==> src/hdl/ssp_cfg.svh <==
// ssp register offsets, field positions and reset values
`ifndef SSP_CFG_SVH
`define SSP_CFG_SVH
`define SSP_OFF_BAUD   12'h000
`define SSP_OFF_RCSTA  12'h004
`define SSP_OFF_RATEL  12'h008
`define SSP_OFF_RATEH  12'h00C
`define SSP_OFF_TXHOLD 12'h010
`define SSP_OFF_TXSTA  12'h014
`define SSP_OFF_RXFIFO 12'h018
`define SSP_OFF_IRQ    12'h01C
// receive status/control fields
`define SSP_RC_PORT_ENABLE_BIT  7
`define SSP_RC_RX9   6
`define SSP_RC_SINGLE_RECEIVE_ENABLE  5
`define SSP_RC_CONTINUOUS_RECEIVE_ENABLE  4
`define SSP_RC_OERR  1
`define SSP_RC_RECEIVED_NINTH_BIT  0
// transmit status/control fields
`define SSP_TX_CLOCK_MASTER_SELECT  7
`define SSP_TX_TX9   6
`define SSP_TX_TRANSMIT_ENABLE_BIT  5
`define SSP_TX_SYNC  4
`define SSP_TX_SHIFT_EMPTY_STATUS  1
`define SSP_TX_TRANSMIT_NINTH_BIT  0
// interrupt control fields
`define SSP_IR_GIE   0
`define SSP_IR_PEIE  1
`define SSP_IR_TXIE  2
`define SSP_IR_RCIE  3
`define SSP_IR_TXIF  4
`define SSP_IR_RCIF  5
`define SSP_RST_TXSTA 8'h02
`define SSP_RST_BYTE  8'h00
`endif

==> src/hdl/ssp_pkg.sv <==
// ssp package: shared types
`default_nettype none
package ssp_pkg;
  typedef struct packed {
    logic        paddr_ok;
    logic [11:0] paddr;
    logic        psel;
    logic        penable;
    logic        pwrite;
    logic [31:0] pwdata;
  } ssp_apb_req_t;
  typedef struct packed {
    logic        pready;
    logic        pslverr;
    logic [31:0] prdata;
  } ssp_apb_rsp_t;
  typedef struct packed {
    logic data_out;
    logic data_oe_n;
  } ssp_pin_t;
  typedef enum logic [2:0] {
    SSP_IDLE = 3'b001,
    SSP_SHIFT = 3'b010,
    SSP_LOAD = 3'b100
  } ssp_tx_state_t;
endpackage
`default_nettype wire

==> src/hdl/ssp_slave.sv <==
// ssp synchronous slave serial port with apb register access
//
// The address map and register access over APB are this design's own decisions.
`include "ssp_cfg.svh"
`default_nettype none
module ssp_slave (
  // apb
  input  wire logic                 pclk,
  input  wire logic                 presetn,
  input  wire logic                 psel,
  input  wire logic                 penable,
  input  wire logic                 pwrite,
  input  wire logic [11:0]          paddr,
  input  wire logic [31:0]          pwdata,
  output logic                      pready,
  output logic                      pslverr,
  output logic [31:0]               prdata,
  // serial pins
  input  wire logic                 serial_clock_in,
  input  wire logic                 serial_data_in,
  output ssp_pkg::ssp_pin_t         serial_data_pin,
  // core status
  input  wire logic                 core_sleep,
  output logic                      core_wake,
  output logic                      core_irq
);
  import ssp_pkg::*;

  typedef struct packed {
    logic [2:0]    ck_sync;
    logic [2:0]    dt_sync;
    logic          ck_lvl;
    logic [7:0]    baud;
    logic [7:0]    rcsta;
    logic [7:0]    ratel;
    logic [7:0]    rateh;
    logic [7:0]    txsta;
    logic [3:0]    irq_en;
    logic          tx_full;
    logic [8:0]    tx_hold;
    logic [8:0]    transmit_shift_register;
    logic [3:0]    tx_cnt;
    ssp_tx_state_t tx_st;
    logic          txif;
    logic [8:0]    receive_shift_register;
    logic [3:0]    rx_cnt;
    logic [8:0]    rx_word;
    logic          rcif;
    logic          oerr;
    logic          dout;
    logic [31:0]   rdata;
  } ssp_state_t;

  ssp_state_t st_ff;
  ssp_state_t nxt_st;

  // ------------------------------------------------------------
  // helpers
  // ------------------------------------------------------------
  function automatic logic [3:0] ssp_bits(input logic nine);
    ssp_bits = nine ? 4'h9 : 4'h8;
  endfunction

  function automatic logic ssp_hit(input logic [11:0] a, input logic [11:0] off);
    ssp_hit = (a == off);
  endfunction

  logic port_enable_bit;
  logic slave;
  logic tx_mode;
  logic rx_mode;
  logic ck_rise;
  logic ck_fall;
  logic wr_acc;
  logic rd_acc;
  logic tx_empty;
  logic unmapped;

  always_comb begin
    port_enable_bit     = st_ff.rcsta[`SSP_RC_PORT_ENABLE_BIT];
    // slave only when master select is clear
    slave    = port_enable_bit && st_ff.txsta[`SSP_TX_SYNC] && !st_ff.txsta[`SSP_TX_CLOCK_MASTER_SELECT];
    // single receive enable plays no part in slave mode
    rx_mode  = slave && st_ff.rcsta[`SSP_RC_CONTINUOUS_RECEIVE_ENABLE];
    tx_mode  = slave && !rx_mode && st_ff.txsta[`SSP_TX_TRANSMIT_ENABLE_BIT];
    // edges counted once second and third stage agree
    ck_rise  = (st_ff.ck_sync[2:1] == 2'b11) && !st_ff.ck_lvl;
    ck_fall  = (st_ff.ck_sync[2:1] == 2'b00) && st_ff.ck_lvl;
    wr_acc   = psel && penable && pwrite;
    rd_acc   = psel && !penable && !pwrite;
    tx_empty = (st_ff.tx_st == SSP_IDLE) && !st_ff.tx_full;
    unmapped = paddr > `SSP_OFF_IRQ || paddr[1:0] != 2'b00;
  end

  // ------------------------------------------------------------
  // next state
  // ------------------------------------------------------------
  always_comb begin
    nxt_st = st_ff;
    nxt_st.ck_sync = {st_ff.ck_sync[1:0], serial_clock_in};
    nxt_st.dt_sync = {st_ff.dt_sync[1:0], serial_data_in};
    if (st_ff.ck_sync[2] == st_ff.ck_sync[1]) begin
      nxt_st.ck_lvl = st_ff.ck_sync[2];
    end

    // register writes
    if (wr_acc && !unmapped) begin
      if (ssp_hit(paddr, `SSP_OFF_BAUD)) begin
        nxt_st.baud = pwdata[7:0];
      end else if (ssp_hit(paddr, `SSP_OFF_RCSTA)) begin
        nxt_st.rcsta = pwdata[7:0];
      end else if (ssp_hit(paddr, `SSP_OFF_RATEL)) begin
        nxt_st.ratel = pwdata[7:0];
      end else if (ssp_hit(paddr, `SSP_OFF_RATEH)) begin
        nxt_st.rateh = pwdata[7:0];
      end else if (ssp_hit(paddr, `SSP_OFF_TXSTA)) begin
        nxt_st.txsta = pwdata[7:0];
      end else if (ssp_hit(paddr, `SSP_OFF_IRQ)) begin
        nxt_st.irq_en = pwdata[3:0];
      end else if (ssp_hit(paddr, `SSP_OFF_TXHOLD) && !st_ff.tx_full) begin
        // ninth bit taken from the field written beforehand
        nxt_st.tx_hold = {st_ff.txsta[`SSP_TX_TRANSMIT_NINTH_BIT], pwdata[7:0]};
        nxt_st.tx_full = 1'b1;
        nxt_st.txif    = 1'b0;
      end
    end

    // reading the receive register consumes the flag
    if (rd_acc && ssp_hit(paddr, `SSP_OFF_RXFIFO)) begin
      nxt_st.rcif = 1'b0;
    end

    // transmit engine, external clock only
    case (st_ff.tx_st)
      SSP_IDLE: begin
        if (tx_mode && st_ff.tx_full) begin
          nxt_st.tx_st = SSP_LOAD;
        end
      end
      SSP_LOAD: begin
        nxt_st.transmit_shift_register     = st_ff.tx_hold;
        nxt_st.tx_full = 1'b0;
        nxt_st.tx_cnt  = ssp_bits(st_ff.txsta[`SSP_TX_TX9]);
        nxt_st.dout    = st_ff.tx_hold[0];
        nxt_st.txif    = 1'b1;
        nxt_st.tx_st   = SSP_SHIFT;
      end
      SSP_SHIFT: begin
        // holding word waits while shifting
        if (ck_fall && st_ff.tx_cnt != 4'h9 && st_ff.tx_cnt != ssp_bits(st_ff.txsta[`SSP_TX_TX9]))
        begin
          nxt_st.dout = st_ff.transmit_shift_register[0];
        end
        if (ck_rise) begin
          nxt_st.transmit_shift_register    = {1'b0, st_ff.transmit_shift_register[8:1]};
          nxt_st.tx_cnt = st_ff.tx_cnt - 4'h1;
          if (ck_rise && st_ff.tx_cnt == 4'h1) begin
            nxt_st.tx_st = st_ff.tx_full ? SSP_LOAD : SSP_IDLE;
          end
        end
        if (ck_fall) begin
          nxt_st.dout = st_ff.transmit_shift_register[0];
        end
      end
      default: nxt_st.tx_st = SSP_IDLE;
    endcase
    // flag held clear while a word is pending; a load that empties the holding
    // register lets the flag set
    if (nxt_st.tx_full) begin
      nxt_st.txif = 1'b0;
    end

    // receive engine, runs in sleep too
    if (rx_mode && ck_fall) begin
      nxt_st.receive_shift_register = st_ff.rcsta[`SSP_RC_RX9] ? {st_ff.dt_sync[2], st_ff.receive_shift_register[8:1]}
                                            : {1'b0, st_ff.dt_sync[2], st_ff.receive_shift_register[7:1]};
      nxt_st.rx_cnt = st_ff.rx_cnt + 4'h1;
      if (st_ff.rx_cnt + 4'h1 == ssp_bits(st_ff.rcsta[`SSP_RC_RX9])) begin
        nxt_st.rx_cnt = 4'h0;
        if (st_ff.rcif) begin
          nxt_st.oerr = 1'b1;
        end else begin
          // completed word into receive register
          nxt_st.rx_word = st_ff.rcsta[`SSP_RC_RX9] ? {st_ff.dt_sync[2], st_ff.receive_shift_register[8:1]}
                                                    : {1'b0, st_ff.dt_sync[2], st_ff.receive_shift_register[7:1]};
          nxt_st.rcif    = 1'b1;
        end
      end
    end
    if (!rx_mode) begin
      nxt_st.rx_cnt = 4'h0;
      nxt_st.oerr   = 1'b0;
    end

    // port disable resets the serial side
    if (!port_enable_bit) begin
      nxt_st.tx_st   = SSP_IDLE;
      nxt_st.tx_full = 1'b0;
      nxt_st.tx_cnt  = 4'h0;
      nxt_st.txif    = 1'b0;
      nxt_st.rcif    = 1'b0;
      nxt_st.oerr    = 1'b0;
      nxt_st.rx_cnt  = 4'h0;
    end

    // read data, captured in setup and held until the next read
    if (rd_acc) begin
      nxt_st.rdata = 32'h0000_0000;
      if (ssp_hit(paddr, `SSP_OFF_BAUD)) begin
        nxt_st.rdata[7:0] = st_ff.baud;
      end else if (ssp_hit(paddr, `SSP_OFF_RCSTA)) begin
        nxt_st.rdata[7:0] = {st_ff.rcsta[7:2], st_ff.oerr, st_ff.rx_word[8]};
      end else if (ssp_hit(paddr, `SSP_OFF_RATEL)) begin
        nxt_st.rdata[7:0] = st_ff.ratel;
      end else if (ssp_hit(paddr, `SSP_OFF_RATEH)) begin
        nxt_st.rdata[7:0] = st_ff.rateh;
      end else if (ssp_hit(paddr, `SSP_OFF_TXSTA)) begin
        nxt_st.rdata[7:0] = {st_ff.txsta[7:2], tx_empty, st_ff.txsta[0]};
      end else if (ssp_hit(paddr, `SSP_OFF_RXFIFO)) begin
        nxt_st.rdata[7:0] = st_ff.rx_word[7:0];
      end else if (ssp_hit(paddr, `SSP_OFF_IRQ)) begin
        nxt_st.rdata[5:0] = {st_ff.rcif, st_ff.txif, st_ff.irq_en};
      end
    end
  end

  always_ff @(posedge pclk or negedge presetn) begin
    if (!presetn) begin
      st_ff       <= '0;
      st_ff.txsta <= `SSP_RST_TXSTA;
      st_ff.tx_st <= SSP_IDLE;
    end else begin
      st_ff <= nxt_st;
    end
  end

  // ------------------------------------------------------------
  // outputs
  // ------------------------------------------------------------
  logic tx_evt;
  logic rx_evt;
  always_comb begin
    pready  = 1'b1;
    pslverr = psel && penable && unmapped;
    prdata  = st_ff.rdata;
    serial_data_pin.data_out  = st_ff.dout;
    serial_data_pin.data_oe_n = !(tx_mode && st_ff.tx_st != SSP_IDLE);
    tx_evt = st_ff.txif && st_ff.irq_en[`SSP_IR_TXIE];
    rx_evt = st_ff.rcif && st_ff.irq_en[`SSP_IR_RCIE];
    // wake on enabled flags
    core_wake = (tx_evt && st_ff.irq_en[`SSP_IR_PEIE]) || rx_evt;
    // divert only with global enable too
    core_irq  = core_wake && st_ff.irq_en[`SSP_IR_GIE] && (core_sleep || 1'b1);
  end
endmodule // ssp_slave
`default_nettype wire

==> config.mk <==
export PLATFORM = sky130hd
export DESIGN_NAME = ssp_slave
export DESIGN_NICKNAME = d
export VERILOG_FILES = /design/src/hdl/ssp_pkg.sv /design/src/hdl/ssp_slave.sv
export VERILOG_INCLUDE_DIRS = /design/src /design/src/hdl
export SDC_FILE = /design/constraint.sdc
export NUM_CORES = 1
export LEC_CHECK = 0
export BUFFER_PORTS_ARGS = -buffer_cell sky130_fd_sc_hd__buf_2
export CORE_MARGIN = 4
export CORE_UTILIZATION = 44
export DETAILED_ROUTE_END_ITERATION = 10
export HOLD_SLACK_MARGIN = 0.15
export PLACE_DENSITY = 0.65
export SYNTH_ARGS = -nofsm -noshare
export SYNTH_HDL_FRONTEND = slang
export SYNTH_SLANG_ARGS = --single-unit
==> constraint.sdc <==
create_clock -name pclk -period 2.5 [get_ports pclk]
set_input_delay 0.375 -clock pclk [delete_from_list [all_inputs] [get_ports pclk]]
set_output_delay 0.375 -clock pclk [all_outputs]
set_load 0.02 [all_outputs]
# Yosys cells after proc, flatten, opt, wreduce, memory -nomap -nowiden
# Cells that the tools add are included.
op_classes:
  n_mux: 50
  order_cmp: 1
  n_reduce_logical: 54
  bitwise: 7
  n_addsub: 2
  eq_ne: 34
op_table:
  columns: ["cell", "count"]
  rows:
  - ["2-to-1 mux 10 bit", 9]
  - ["equality test 12 x 5 -> 1 bit, second input constant", 4]
  - ["2-to-1 mux 8 bit", 6]
  - ["2-to-1 mux 15 bit", 2]
  - ["logical AND 1 bit", 26]
  - ["case mux 13 bit (2 select lines)", 1]
  - ["equality test 12 x 4 -> 1 bit, second input constant", 2]
  - ["inequality test 4 x 3 -> 1 bit, second input constant", 6]
  - ["2-to-1 mux 1 bit", 19]
  - ["2-to-1 mux 16 bit", 1]
  - ["AND reduction 8 bit", 2]
  - ["equality test 12 x 3 -> 1 bit, second input constant", 1]
  - ["> comparator 12 x 5 -> 1 bit, second input constant", 1]
  - ["zero test 12 bit", 1]
  - ["2-to-1 mux 6 bit", 2]
  - ["inequality test 3 bit, second input constant", 4]
  - ["AND reduction 3 bit", 4]
  - ["2-to-1 mux 3 bit", 3]
  - ["2-to-1 mux 9 bit", 1]
  - ["inequality test 3 x 2 -> 1 bit, second input constant", 3]
  - ["case mux 3 bit (3 select lines)", 1]
  - ["zero test 1 bit", 8]
  - ["2-to-1 mux 4 bit", 2]
  - ["inequality test 4 x 1 -> 1 bit, second input constant", 2]
  - ["24 further kinds", 37]
word_totals:
  word_cells: 170
  inputBits: 52
  ff_bits: 111
  out_inout_bits: 38

# Logic depth before layout (Yosys ltp)
depth:
  ltp_word: 13
  depth_mapped: 8

# Worst setup path before layout
# Ideal clock, no wire load.
synth_timing:
  kind: "in2reg"
  startpoint: "input paddr[8]"
  endpoint: "register st_ff[120] (netlist bit)"
  slack_ps: 126
  setup_ps: 125
  required_time_ps: 2375
  cell_stages: 5
  t_arrival_ps: 2250
  path_cell_list: "or4_4 or4_1 or3_1 nor2_4 mux2_2"
synth_via:
  elab_chain_cells: 5
  elab_cells_between_ends: 6
  cone_classes: "order compare (1); reduce/logical (5)"
synth_rtl:
  columns: ["element", "line_no", "source"]
  rows:
  - ["from (decl)", "ssp_slave.sv:13", "input wire logic [11:0] paddr,"]
  - ["> comparator 12 x 5 -> 1 bit (no source line)", null, null]
  - ["logical OR 1 bit", "ssp_slave.sv:92", "unmapped = paddr > `SSP_OFF_IRQ || paddr[1:0] != 2'b00;"]
  - ["zero test 1 bit", "ssp_slave.sv:107", "if (wr_acc && !unmapped) begin"]
  - ["logical AND 1 bit", "ssp_slave.sv:107", null]
  - ["AND reduction 2 bit (no source line) (*)", null, null]
  - ["to (signal assigned)", "ssp_slave.sv:233", "st_ff <= nxt_st;"]
  - ["to (decl)", "ssp_slave.sv:54", "ssp_state_t st_ff;"]
# Every way passes the cells marked *; elsewhere a longest branch is shown, timed or not.
# A chain may end at the register's enable or synchronous reset.

# Worst setup path after layout
layout_timing:
  startpoint: "input paddr[8]"
  endpoint: "register st_ff[121] (netlist bit)"
# Same word-level chain as after synthesis.

==> results_dict.tcl <==
set metrics [dict create \
    outcome "complete, no violations" \
    cts.sinks 107 \
    async_flop_share_pct 100 \
    numCtsBuffers 9 \
    ys_types 57 \
    ios 90 \
    placed_cell_area_um2 5620 \
    dpl.cell_count 644 \
    syn_area_um2 5250 \
    fin_setup_tns_ps 0 \
    max_freq_mhz 436 \
    firstDrtPassIters 4 \
    clk_latency_ps 350 \
    dp_hpwl_mm 8.27 \
    synth_most_common_cell "dfrtp_1" \
    start_util_pct 45.4 \
    final_area_um2 5930 \
    grt_pass1_wl_mm 18.6 \
    p_sw_share_pct 22.7 \
    ir_drop_uv 509 \
    syn_avg_cell_area_um2 11.3 \
    p_per_area_nw_per_um2 555 \
    period_needed_ps 2290 \
    via_count 3571 \
    via_per_inst 5.39 \
    grt_max_degree 45 \
    antenna_found_initial 0 \
    drt-total-wl_mm 11.3 \
    final_cells 662 \
    yosys-top-cells-count "106 x dfrtp_1, 65 x mux2_2, 35 x buf_4" \
    worstPathArrival_ps 2530 \
    crit_fanout 8 \
    cts_tree "done" \
    p_sw_w 0.000747 \
    die-area_um2 13700 \
    tightest_slew_ps 678 \
    htree_levels 3 \
    drc 0 \
    clockRootBuffer "clkbuf_16" \
    cap_violations 0 \
    syn_inst 463 \
    maxSlewHeadroom_pct 54.7 \
    period_share_pct 91.8 \
    synth_edf_count 0 \
    critPathLaunchType "input pin" \
    clk_pin_slew_worst_paths_ps 70 \
    antenna_cells 0 \
    totalPowerFinal_w 0.00329 \
    final_layout_size_suffix_gt1_share_pct 30.6 \
    final-setup-viol-count 0 \
    nNetsFinal 572 \
    drt_iter0_markers 191 \
    power_frac_seq_pct 53.0 \
    finClkSkew_ps 7.02 \
    fp.dieW_um 117 \
    yosys_warnings 0 \
    place_congestion 0.866 \
    fp-row-count 39 \
    port_buffers 39 \
    synth.top_cell.area_share_pct 50.6 \
    critPathRequiredTime_ps 2740 \
    track_usage_pct 17.8 \
    grt_pass1_vias 3524 \
    crit_path_end_kind "register" \
    power.internal_w 0.00254 \
    seq_area_frac_synth_pct 51.1 \
    rsz0062_at_grt "false" \
    clockBufferDepth 2 \
    drtAntennaViolNets 0 \
    hp-class "reg2reg" \
    area_growth_pct 13.1 \
    die_h_um 117 \
    crit_type "in2reg" \
    grt-ovfl-total 0 \
    synth_ff_type "dfrtp_1" \
    yosys.area.top_type "dfrtp_1" \
    avgRoutedWirePerCell_um 17.0 \
    comb_power_share_pct 6.1 \
    power_leakage_nw 2.88 \
    setup_ws_ps 205 \
    cts_setup_buffers 0 \
    core_um2 11600 \
    synth_seq_cells 107 \
    hold_violations 0 \
    n_fill_cell 1055 \
    p_clk_share_pct 40.9 \
    slew_viol_final 0 \
    post-place-ws_ps -141 \
    yosys-top-cells-area "dfrtp_1 51%, mux2_2 14%, buf_4 5.0%" \
]
[cells in the final DEF, fill, tap and decap left out, drive strengths merged, types with 5 or more instances in the layout]
cell and n:
or4 5, nor3b 5, ha 5, o31ai 5, mux2i 20, buf 70
nor2b 14, nor2 34, dfrtp 106, mux2 65, nor3 7, inv 9
o21ai 18, conb 25, clkbuf 13, nand3 8, o22ai 7, a21oi 14
nand2 27
[cell families (layout without fill, tap and decap cells)]
| family | after synthesis | count (layout) | synth area share (%) |
|---|---|---|---|
| buf+inv | 65 | 98 | 7.25 |
| simple gates | 124 | 124 | 13.0 |
| xor+xnor | 5 | 5 | 0.835 |
| other cells | 2 | 25 | 0.143 |
| mux | 85 | 85 | 17.8 |
| flops | 107 | 107 | 51.1 |
| compound gates | 70 | 70 | 8.73 |
| fa+ha+maj | 5 | 5 | 1.19 |
[path summary, 6_finish.rpt]
kind,slack (ps),endpoint,cells after the start,startpoint
setup / recovery,210,st_ff[121],6,paddr[8]
hold / removal,350,st_ff[131],0,nxt_st[131]
setup reg to reg,510,st_ff[40],6,st_ff[44]
hold reg to reg,350,st_ff[131],0,nxt_st[131]
max in group asynchronous,1220,st_ff[62],3,presetn
min in group asynchronous,570,st_ff[96],2,presetn
[flip-flops by register name, indices dropped and copies added, names as in the netlist]
register,count
st_ff,93
serial_data_pin,1
port_enable_bit,1
prdata,8
nxt_st,4
[what timing repair did]
item / in CTS / in global routing
resized for setup: 0 / 0
endpoints found under the setup margin: 0 / 0
hold buffers: 3 / 0
endpoints found under the hold margin: 44 / 0
[worst max-delay path, stage by stage]
cell and delay [ps]:
buf_2 100, or4_4 560, or4_1 440, or3_1 390
nor2_4 290, mux2_2 390
[power by group through the flow]
stage | sequential (W) | clock (W) | combinational (W)
finish | 0.00174 | 0.00135 | 0.000200
global route | 0.00174 | 0.00145 | 0.000224
CTS | 0.00174 | 0.00138 | 0.000203
detailed placement | 0.00178 | 0 | 0.000199
global placement | 0.00178 | 0 | 0.000196
floorplan | 0.00178 | 0 | 0.000126
[final cells by class]
cell class | count | area [um2] | share of cell area [%]
timing repair buffer | 73 | 485 | 8.18
tap | 143 | 179 | 3.01
inverter | 10 | 37.5 | 0.633
sequential | 107 | 2680 | 45.1
multi-input combinational | 314 | 2270 | 38.3
clock buffer | 13 | 270 | 4.55
clock inverter | 2 | 10.0 | 0.169
[per-stage QoR]
| stage | hold WS [ps] | utilization (%) |
|---|---|---|
| global placement | 332 | 48.6 |
| detailed placement | 340 | 48.6 |
| CTS | 346 | 51.3 |
| finish | 350 | 51.3 |
| global route | 359 | 51.3 |
| floorplan | 79.4 | - |
[routing by layer]
layer	wire length (um)	GRT usage, %	vias up
met5	0	0	-
met1	5120	24.2	1797
met2	5390	28.7	92
met4	101	3.98	0
li1	-	-	1674
met3	653	4.88	8
(Power assumes the default switching activity.)
